<file path="config.mk">
export PLATFORM = sky130hd
export DESIGN_NAME = rsmt_top
export DESIGN_NICKNAME = d
export VERILOG_FILES = /design/src/hw/rsmt_top.v /design/src/hw/rsmt_rate.v /design/src/hw/rsmt_avg.v
export VERILOG_INCLUDE_DIRS = /design/src /design/src/pkg
export SDC_FILE = /design/constraint.sdc
export NUM_CORES = 1
export LEC_CHECK = 0
export BUFFER_PORTS_ARGS = -buffer_cell sky130_fd_sc_hd__buf_2
export CELL_PAD_IN_SITES_DETAIL_PLACEMENT = 1
export CELL_PAD_IN_SITES_GLOBAL_PLACEMENT = 1
export CORE_ASPECT_RATIO = 2
export CORE_MARGIN = 2
export CORE_UTILIZATION = 50
export DETAILED_ROUTE_END_ITERATION = 8
export GPL_TIMING_DRIVEN = 0
export PLACE_DENSITY_LB_ADDON = 0.1
export SKIP_LAST_GASP = 1
export SLEW_MARGIN = 0
export SYNTH_ARGS = -nofsm -noshare
export SYNTH_HDL_FRONTEND = slang
export SYNTH_HIERARCHICAL = 1
export SYNTH_SLANG_ARGS = --single-unit
</file>
<file path="constraint.sdc">
create_clock -name core_clk -period 7.5 [get_ports core_clk]
set_input_delay 0 -clock core_clk [delete_from_list [all_inputs] [get_ports core_clk]]
set_output_delay 0 -clock core_clk [all_outputs]
set_load 0.005 [all_outputs]
</file>
<file path="src/pkg/rsmt_defines.vh">
/*
 * Constants of the signal-strength measurement block: register offsets,
 * reset values, field positions, codes and scale factors.
 * Assumes inclusion by bare name from the hw/ design files.
 */
`ifndef RSMT_DEFINES_VH
`define RSMT_DEFINES_VH

`define RSMT_ADDR_W          4
`define RSMT_DATA_W          8

`define RSMT_OFS_GENCFG      4'h0
`define RSMT_OFS_DATAMOD     4'h1
`define RSMT_OFS_DEVIATION   4'h2
`define RSMT_OFS_FILTER      4'h3
`define RSMT_OFS_POLYPHASE   4'h4
`define RSMT_OFS_SYNC        4'h5
`define RSMT_OFS_IRQ_ROUTE   4'h6
`define RSMT_OFS_IRQ_STATUS  4'h7
`define RSMT_OFS_THRESHOLD   4'h8
`define RSMT_OFS_VALUE       4'h9

`define RSMT_RST_GENCFG      8'h00
`define RSMT_RST_DATAMOD     8'h00
`define RSMT_RST_DEVIATION   8'h03
`define RSMT_RST_FILTER      8'h00
`define RSMT_RST_POLYPHASE   8'h30
`define RSMT_RST_SYNC        8'h00
`define RSMT_RST_IRQ_ROUTE   8'h00
`define RSMT_RST_THRESHOLD   8'h00
`define RSMT_RST_VALUE       8'h00

`define RSMT_MODE_HI         7
`define RSMT_MODE_LO         5
`define RSMT_MODE_RX         3'h3
`define RSMT_GAIN_HI         1
`define RSMT_GAIN_LO         0
`define RSMT_PASV_HI         7
`define RSMT_PASV_LO         4
`define RSMT_ACTV_HI         3
`define RSMT_ACTV_LO         0
`define RSMT_POLCF_HI        7
`define RSMT_POLCF_LO        4
`define RSMT_POLEN_BIT       7
`define RSMT_SRC0_HI         7
`define RSMT_SRC0_LO         6
`define RSMT_SRC1_HI         5
`define RSMT_SRC1_LO         4
`define RSMT_SRC_STRENGTH    2'h3
`define RSMT_STAT_BIT        2

`define RSMT_TAPS            5'h16
`define RSMT_TAP_STEP        8'h06
`define RSMT_GAIN_STEP       8'h09
`define RSMT_GAIN_MAX        2'h3
`define RSMT_WIN_DEPTH       16
`define RSMT_WIN_LOG2        4
`define RSMT_SUM_W           12
`define RSMT_SAMPLES_PER_PER 16
`define RSMT_DIV_W           9

`endif

</file>
<file path="src/hw/rsmt_top.v">
/*
 * Signal-strength measurement, threshold flag and interrupt routing,
 * with the receive configuration registers.
 * Assumes a register master on core_clk and an amplifier-ladder level
 * from the analog chain arriving asynchronously.
 */
// Implementation choices: the plain strobed port and the register offsets.
`timescale 1ns/10ps
`default_nettype none
`include "rsmt_defines.vh"

// Function
// level taken from 11 amplifier stages of 6 dB plus half-gain taps
// OOK: sixteen samples per second IF period
// FSK: sixteen samples per programmed deviation period
// reported strength averages the last sixteen samples
// 8-bit value register refreshed on every new sample
// one value step is 0.5 dB
// value compared against an 8-bit programmed threshold
// threshold event sets status bit 2, cleared by writing one
// routing fields 7:6 and 5:4 steer the event to either pin
// IF gain field 1:0, 4.5 dB steps, resets to 0 dB
// sync bit 7 picks polyphase (OOK) or Butterworth (FSK)
// upper filter nibble sets passive filter bandwidth
// lower filter nibble sets active filter cut-off
// polyphase bits 7:4 set centre frequency, default 0011
// software matches deviation to the transmitter in FSK
// software sets deviation equal to second IF in OOK
// receive runs while chip mode field holds 011
// flag set when average strictly exceeds threshold, sticky
// pin asserts while flag set and its field selects strength
module rsmt_top (
    input  wire                    core_clk,
    input  wire                    rst_n,
    input  wire [`RSMT_ADDR_W-1:0] reg_addr,
    input  wire [7:0]              reg_wdata,
    input  wire                    reg_write,
    input  wire                    reg_read,
    output reg  [7:0]              reg_rdata,
    input  wire [4:0]              ladder_level,
    output wire                    rx_active,
    output wire [1:0]              if_gain_select,
    output wire [3:0]              passive_filter_bandwidth,
    output wire [3:0]              active_filter_cutoff,
    output wire [3:0]              polyphase_center_freq,
    output wire                    polyphase_filter_enable,
    output wire [7:0]              deviation_value,
    output wire                    interrupt_pin_zero,
    output wire                    interrupt_pin_one
);

    reg  [7:0] general_config_register;
    reg  [7:0] data_modulation_register;
    reg  [7:0] deviation_setting;
    reg  [7:0] channel_filter_control;
    reg  [7:0] polyphase_control_register;
    reg  [7:0] sync_control_register;
    reg  [7:0] fifo_txrx_irq_register;
    reg  [7:0] signal_strength_threshold;
    reg  [7:0] signal_strength_value;
    reg        strength_irq_status;
    reg  [4:0] level_meta;
    reg  [4:0] level_sync;
    reg  [4:0] level_prev;
    reg  [4:0] level_stable;
    reg  [7:0] sample;
    reg  [7:0] next_rdata;
    wire       sample_en;
    wire [7:0] average;
    wire       average_valid;
    wire       wr_gencfg;
    wire       wr_datamod;
    wire       wr_deviation;
    wire       wr_filter;
    wire       wr_polyphase;
    wire       wr_sync;
    wire       wr_route;
    wire       wr_status;
    wire       wr_threshold;
    wire       over_threshold;
    wire       status_clear;
    wire       pin0_selected;
    wire       pin1_selected;

    // ladder tap index in half-dB units, with IF attenuation added back
    function [7:0] rsmt_to_half_db;
        input [4:0] level;
        input [1:0] gain_code;
        reg   [4:0] clipped;
        reg   [7:0] tap_part;
        reg   [7:0] gain_part;
        begin
            clipped   = (level > `RSMT_TAPS) ? `RSMT_TAPS : level;
            tap_part  = {3'h0, clipped} * `RSMT_TAP_STEP;
            gain_part = {6'h00, gain_code} * `RSMT_GAIN_STEP;
            rsmt_to_half_db = tap_part + gain_part;
        end
    endfunction

    function rsmt_hit;
        input [`RSMT_ADDR_W-1:0] addr;
        input [`RSMT_ADDR_W-1:0] ofs;
        begin
            rsmt_hit = (addr == ofs);
        end
    endfunction

    assign wr_gencfg    = reg_write & rsmt_hit(reg_addr, `RSMT_OFS_GENCFG);
    assign wr_datamod   = reg_write & rsmt_hit(reg_addr, `RSMT_OFS_DATAMOD);
    assign wr_deviation = reg_write & rsmt_hit(reg_addr, `RSMT_OFS_DEVIATION);
    assign wr_filter    = reg_write & rsmt_hit(reg_addr, `RSMT_OFS_FILTER);
    assign wr_polyphase = reg_write & rsmt_hit(reg_addr, `RSMT_OFS_POLYPHASE);
    assign wr_sync      = reg_write & rsmt_hit(reg_addr, `RSMT_OFS_SYNC);
    assign wr_route     = reg_write & rsmt_hit(reg_addr, `RSMT_OFS_IRQ_ROUTE);
    assign wr_status    = reg_write & rsmt_hit(reg_addr, `RSMT_OFS_IRQ_STATUS);
    assign wr_threshold = reg_write & rsmt_hit(reg_addr, `RSMT_OFS_THRESHOLD);

    // configuration registers
    always @(posedge core_clk or negedge rst_n) begin
        if (!rst_n) begin
            general_config_register    <= `RSMT_RST_GENCFG;
            data_modulation_register   <= `RSMT_RST_DATAMOD;
            deviation_setting          <= `RSMT_RST_DEVIATION;
            channel_filter_control     <= `RSMT_RST_FILTER;
            polyphase_control_register <= `RSMT_RST_POLYPHASE;
            sync_control_register      <= `RSMT_RST_SYNC;
            fifo_txrx_irq_register     <= `RSMT_RST_IRQ_ROUTE;
            signal_strength_threshold  <= `RSMT_RST_THRESHOLD;
        end else begin
            if (wr_gencfg) begin
                general_config_register <= reg_wdata;
            end
            if (wr_datamod) begin
                data_modulation_register <= reg_wdata;
            end
            if (wr_deviation) begin
                deviation_setting <= reg_wdata;
            end
            if (wr_filter) begin
                channel_filter_control <= reg_wdata;
            end
            if (wr_polyphase) begin
                polyphase_control_register <= reg_wdata;
            end
            if (wr_sync) begin
                sync_control_register <= reg_wdata;
            end
            if (wr_route) begin
                fifo_txrx_irq_register <= reg_wdata;
            end
            if (wr_threshold) begin
                signal_strength_threshold <= reg_wdata;
            end
        end
    end

    // receive mode decode
    assign rx_active = (general_config_register[`RSMT_MODE_HI:`RSMT_MODE_LO] == `RSMT_MODE_RX);

    // IF gain field
    assign if_gain_select = data_modulation_register[`RSMT_GAIN_HI:`RSMT_GAIN_LO];
    // passive bandwidth nibble
    assign passive_filter_bandwidth = channel_filter_control[`RSMT_PASV_HI:`RSMT_PASV_LO];
    // active cut-off nibble
    assign active_filter_cutoff = channel_filter_control[`RSMT_ACTV_HI:`RSMT_ACTV_LO];
    // polyphase centre field
    assign polyphase_center_freq = polyphase_control_register[`RSMT_POLCF_HI:`RSMT_POLCF_LO];
    // filter type select
    assign polyphase_filter_enable = sync_control_register[`RSMT_POLEN_BIT];
    assign deviation_value = deviation_setting;

    // ladder level: two-stage synchroniser, then taken once steady on two edges
    always @(posedge core_clk or negedge rst_n) begin
        if (!rst_n) begin
            level_meta   <= 5'h00;
            level_sync   <= 5'h00;
            level_prev   <= 5'h00;
            level_stable <= 5'h00;
        end else begin
            level_meta <= ladder_level;
            level_sync <= level_meta;
            level_prev <= level_sync;
            if (level_sync == level_prev) begin
                level_stable <= level_sync;
            end
        end
    end

    // sample rate from the deviation setting in either mode
    rsmt_rate u_rate (
        .core_clk        (core_clk),
        .rst_n           (rst_n),
        .run             (rx_active),
        .deviation_value (deviation_setting),
        .sample_en       (sample_en)
    );

    // convert ladder tap to half-dB sample
    always @(posedge core_clk or negedge rst_n) begin
        if (!rst_n) begin
            sample <= 8'h00;
        end else begin
            sample <= rsmt_to_half_db(level_stable, `RSMT_GAIN_MAX - if_gain_select);
        end
    end

    // sixteen-sample sliding average
    rsmt_avg u_avg (
        .core_clk      (core_clk),
        .rst_n         (rst_n),
        .clear         (~rx_active),
        .sample_en     (sample_en),
        .sample        (sample),
        .average       (average),
        .average_valid (average_valid)
    );

    // value register refresh per sample
    always @(posedge core_clk or negedge rst_n) begin
        if (!rst_n) begin
            signal_strength_value <= `RSMT_RST_VALUE;
        end else if (average_valid) begin
            signal_strength_value <= average;
        end
    end

    // strict comparison of the fresh average
    assign over_threshold = average_valid & (average > signal_strength_threshold);
    assign status_clear   = wr_status & reg_wdata[`RSMT_STAT_BIT];

    // sticky flag, write one clears, a new event wins
    always @(posedge core_clk or negedge rst_n) begin
        if (!rst_n) begin
            strength_irq_status <= 1'b0;
        end else if (over_threshold) begin
            strength_irq_status <= 1'b1;
        end else if (status_clear) begin
            strength_irq_status <= 1'b0;
        end
    end

    // route the flag to either pin
    assign pin0_selected = (fifo_txrx_irq_register[`RSMT_SRC0_HI:`RSMT_SRC0_LO] == `RSMT_SRC_STRENGTH);
    assign pin1_selected = (fifo_txrx_irq_register[`RSMT_SRC1_HI:`RSMT_SRC1_LO] == `RSMT_SRC_STRENGTH);
    assign interrupt_pin_zero = strength_irq_status & pin0_selected;
    assign interrupt_pin_one  = strength_irq_status & pin1_selected;

    // read multiplexer, unmapped reads as zero
    always @* begin
        case (reg_addr)
            `RSMT_OFS_GENCFG:     next_rdata = general_config_register;
            `RSMT_OFS_DATAMOD:    next_rdata = data_modulation_register;
            `RSMT_OFS_DEVIATION:  next_rdata = deviation_setting;
            `RSMT_OFS_FILTER:     next_rdata = channel_filter_control;
            `RSMT_OFS_POLYPHASE:  next_rdata = polyphase_control_register;
            `RSMT_OFS_SYNC:       next_rdata = sync_control_register;
            `RSMT_OFS_IRQ_ROUTE:  next_rdata = fifo_txrx_irq_register;
            `RSMT_OFS_IRQ_STATUS: next_rdata = {5'h00, strength_irq_status, 2'h0};
            `RSMT_OFS_THRESHOLD:  next_rdata = signal_strength_threshold;
            `RSMT_OFS_VALUE:      next_rdata = signal_strength_value;
            default:              next_rdata = 8'h00;
        endcase
    end

    // read data valid only in the cycle after the strobe
    always @(posedge core_clk or negedge rst_n) begin
        if (!rst_n) begin
            reg_rdata <= 8'h00;
        end else if (reg_read) begin
            reg_rdata <= next_rdata;
        end else begin
            reg_rdata <= 8'h00;
        end
    end

endmodule // rsmt_top

`default_nettype wire

</file>
<file path="src/hw/rsmt_rate.v">
/*
 * Sample-rate divider: one-cycle enable, sixteen per deviation period.
 * Assumes core_clk stands in for the reference; deviation is steady or
 * may change at any time (takes effect at the next reload).
 */
`timescale 1ns/10ps
`default_nettype none
`include "rsmt_defines.vh"

module rsmt_rate (
    input  wire       core_clk,
    input  wire       rst_n,
    input  wire       run,
    input  wire [7:0] deviation_value,
    output reg        sample_en
);

    reg  [`RSMT_DIV_W-1:0] count;
    wire [`RSMT_DIV_W-1:0] reload;

    // period of 2*(dev+1) cycles gives 16 samples per deviation period
    assign reload = {deviation_value, 1'b1};

    always @(posedge core_clk or negedge rst_n) begin
        if (!rst_n) begin
            count     <= {`RSMT_DIV_W{1'b0}};
            sample_en <= 1'b0;
        end else if (!run) begin
            count     <= {`RSMT_DIV_W{1'b0}};
            sample_en <= 1'b0;
        end else if (count == {`RSMT_DIV_W{1'b0}}) begin
            count     <= reload;
            sample_en <= 1'b1;
        end else begin
            count     <= count - {{(`RSMT_DIV_W-1){1'b0}}, 1'b1};
            sample_en <= 1'b0;
        end
    end

endmodule // rsmt_rate

`default_nettype wire

</file>
<file path="src/hw/rsmt_avg.v">
/*
 * Sliding average over the last sixteen samples.
 * Assumes sample_en is a one-cycle pulse from the same clock; clear
 * empties the window.
 */
`timescale 1ns/10ps
`default_nettype none
`include "rsmt_defines.vh"

module rsmt_avg (
    input  wire       core_clk,
    input  wire       rst_n,
    input  wire       clear,
    input  wire       sample_en,
    input  wire [7:0] sample,
    output reg  [7:0] average,
    output reg        average_valid
);

    reg  [7:0]                window [0:`RSMT_WIN_DEPTH-1];
    reg  [`RSMT_WIN_LOG2-1:0] wr_ptr;
    reg  [`RSMT_SUM_W-1:0]    sum;
    wire [`RSMT_SUM_W-1:0]    next_sum;
    integer                   i;

    assign next_sum = sum + {4'h0, sample} - {4'h0, window[wr_ptr]};

    always @(posedge core_clk or negedge rst_n) begin
        if (!rst_n) begin
            wr_ptr        <= {`RSMT_WIN_LOG2{1'b0}};
            sum           <= {`RSMT_SUM_W{1'b0}};
            average       <= 8'h00;
            average_valid <= 1'b0;
            for (i = 0; i < `RSMT_WIN_DEPTH; i = i + 1) begin
                window[i] <= 8'h00;
            end
        end else if (clear) begin
            wr_ptr        <= {`RSMT_WIN_LOG2{1'b0}};
            sum           <= {`RSMT_SUM_W{1'b0}};
            average_valid <= 1'b0;
            for (i = 0; i < `RSMT_WIN_DEPTH; i = i + 1) begin
                window[i] <= 8'h00;
            end
        end else if (sample_en) begin
            window[wr_ptr] <= sample;
            wr_ptr         <= wr_ptr + {{(`RSMT_WIN_LOG2-1){1'b0}}, 1'b1};
            sum            <= next_sum;
            average        <= next_sum[`RSMT_SUM_W-1:`RSMT_WIN_LOG2];
            average_valid  <= 1'b1;
        end else begin
            average_valid  <= 1'b0;
        end
    end

endmodule // rsmt_avg

`default_nettype wire

</file>
==> out/summary.txt <==
status = finished, final reports clean
Post-Layout Cell Count = 1778
Clock Latency Late Sink = 0.55 ns
total length of routed wires = 44570 um
Final period util = 66.37%
Yosys reg bits = 272
First-pass DRT Iterations = 4
post-route ant nets = 0
CTS root buf = clkbuf_16
clock power share = 30.0%
Syn Inst Count = 1308
M1 GR Usage = 29.12%
vias in the first global route = 11890
power share of the sequential group = 38.0%
library cells used by synthesis = 67
Leak = 0.006632 uW
die area = 28790 um^2
syn_nets = 1373
Top FF cell, synth = dfrtp_1
final setup violation count = 0
ratio of cells with drive above 1 in the final layout = 18.81%
GR peak layer = met2
NumNets Final = 1477
average size of a mapped cell = 10.46 um^2
Initial DRC Count = 526
Max FO, Critical Path = 10
Max Root-Sink Buffers = 3
Slew HR = 14.38%
Peak VDD IR = 0.2057 mV
DRC Markers = 0
Max-Cap Viols = 0
Hold Path Class = in2async
simple-gate share of the synthesized area = 14.51%
Synth top area share = 49.01%
Int Pwr = 2990 uW
f_max = 0.2009 GHz
Cell Area, Synth = 13680 um^2
WL/cell = 25.07 um
unrepaired setup endpoints after global routing = no
Syn. warnings = 6
vias per cell = 5.942
largest family of logic cells by synthesized area = multiplexers
EDFF count, synth = 0
mux cell area share after synthesis = 15.22%
Final Slew Violations = 0
sequential fraction of the synthesis area = 49.78%
Core ar. = 26910 um^2
die span in x = 121.0 um
final weighted congestion in routability-driven placement = 1.022
H-tree depth = 1
CP endpoint kind = register
clk slew on worst S/H paths = 0.07 ns
area growth from synthesis to layout = 13.69%
post-synthesis adder-cell area fraction = 4.462%
GR Overflow Total = 0
most frequent cells after synthesis = 294 x nand2_1, 268 x dfrtp_1, 151 x a21oi_1, 70 x mux2_2, 63 x inv_1
biggest area consumer among synthesized cells = dfrtp_1
Synth Area in XOR/XNOR = 1.829%
Post-synth ARST share = 100.0%
Final Critical Period = 4.978 ns
critical path class = reg2reg
Initial Util = 50.85%
Worst Skew = 0.01269 ns
clk sinks = 272
Fillers = 2958
post-route setup TNS = 0 ns
WHS = 0.03804 ns
first-pass GRT wire length = 69010 um
initial antenna violation count = 0
Synth Area in Compound Gates = 9.839%
post-CTS setup buffer count = 0
CTS tree = built
switching share of power = 35.22%
Fin. Hold Viols = 0
Combinational Power Share = 32.0%
CTS Buf Count = 27
hpwl dp = 33490 um
P_sw = 1626 uW
num rows = 85
met3 Usage GRT = 3.561%
top-count cell post-synth = nand2_1
required time worst endpoint = 7.94 ns
placed cell count = 1711
worst path arrival time = 5.42 ns
cts repair resizes = 0
largest net degree at the start of global routing = 121
# port buffers = 53
hold buffer count at CTS = 20
worst slew pin tran = 1.275 ns
via count = 10560
GRT Total Usage = 31.96%
die height = 238.0 um
startpoint class of the critical path = register
PwrDens = 296.7 nW/um^2
Pwr Total = 4616 uW
I/O pin count = 55
met2 Track Usage GR = 60.61%
largest cells by area after synthesis = dfrtp_1 49%, nand2_1 8.1%, mux4_2 7.1%
diode count = 0
## worst max-delay path: stages, from the launching register on
cell and delay, ns:
dfrtp_1 0.40, clkbuf_1 0.40, clkbuf_1 0.65, mux4_2 0.43, mux4_2 0.51, fa_1 0.50, inv_1 0.05, ha_1 0.34
nor2b_4 0.15, o31a_1 0.28, or4_1 0.46, a31oi_1 0.24, xnor2_1 0.16, mux2_4 0.28
## final timing paths
path                               endpoint            start  cells past startpoint  slack, ns
min in group core_clk         level_meta[3]  ladder_level[3]                      2       0.10
max in group asynchronous   u_avg/window[6]            rst_n                      4       6.33
hold / removal              u_rate/count[1]            rst_n                      3       0.04
hold reg to reg               level_sync[3]    level_meta[3]                      0       0.35
setup / recovery           u_avg/average[4]  u_avg/wr_ptr[1]                     13       2.52
setup reg to reg           u_avg/average[4]  u_avg/wr_ptr[1]                     13       2.52
## state kept, by name, indices dropped and copies added, names as in the netlist, 8 cells and up
register and cells:
channel_filter_control 8, deviation_value 8, u_avg/window 128, fifo_txrx_irq_register 8
data_modulation_register 8, u_rate/count 9, sync_control_register 8, signal_strength_threshold 8
sample 8, signal_strength_value 8, u_avg/average 8, u_avg/sum 12
reg_rdata 8, polyphase_control_register 8, general_config_register 8
## power groups by stage
| stage | logic [uW] | clock network (uW) | registers (uW) |
|---|---|---|---|
| after floorplan | 975 | 0 | 1720 |
| after global placement | 1380 | 0 | 1770 |
| after detailed placement | 1440 | 0 | 1780 |
| after CTS | 1480 | 1410 | 1750 |
| after global routing | 1620 | 1470 | 1770 |
| final | 1480 | 1380 | 1750 |
## metal layers
layer,routed length (um),vias to the layer above
met2,24890,284
met4,4564,0
met5,0,-
li1,-,4694
met1,13790,5434
met3,1325,152
## cell usage in the layout, fill, tap and decap left out, types with 17 or more instances in the layout
| cell type | synthesis | final |
|---|---|---|
| nor3_1 | 17 | 17 |
| clkbuf_16 | 0 | 27 |
| mux2_2 | 70 | 70 |
| a21oi_1 | 151 | 151 |
| dfrtp_1 | 268 | 268 |
| inv_1 | 63 | 63 |
| mux4_2 | 43 | 43 |
| clkbuf_1 | 42 | 47 |
| o21ai_0 | 29 | 29 |
| nor2_1 | 51 | 51 |
| dlygate4sd3_1 | 0 | 19 |
| ha_1 | 36 | 36 |
| mux2i_1 | 19 | 19 |
| nand2_1 | 294 | 294 |
| nand3_1 | 19 | 19 |
| buf_2 | 12 | 64 |
## per-stage QoR
| step | cell area [um^2] | util, % | setup WS, ns |
|---|---|---|---|
| floorplan | 13680 | - | 3.298 |
| global placement | 14380 | 53.46 | 1.399 |
| detailed placement | 14450 | 53.70 | 2.539 |
| CTS | 15560 | 57.81 | 2.514 |
| global route | 15560 | 57.81 | 2.293 |
| finish | 15560 | 57.81 | 2.522 |
## area by class of cell
| class | count | area [um^2] | area share (%) |
|---|---|---|---|
| clock inverter | 8 | 98.84 | 0.6354 |
| buffer | 75 | 356.6 | 2.292 |
| inverter | 64 | 240.2 | 1.544 |
| multi-input combinational | 897 | 6275 | 40.34 |
| sequential | 272 | 6812 | 43.79 |
| clock buffer | 39 | 790.8 | 5.083 |
| timing repair buffer | 75 | 548.0 | 3.523 |
| tap | 348 | 435.4 | 2.799 |
## cells by family (layout without fill, tap and decap cells)
logic type	after synthesis	in the layout
compound gates	236	236
xor+xnor	27	27
fa+ha+maj	44	44
buf+inv	139	261
flops	272	272
mux	141	141
simple gates	449	449
Power figures use the tool's default switching activity.
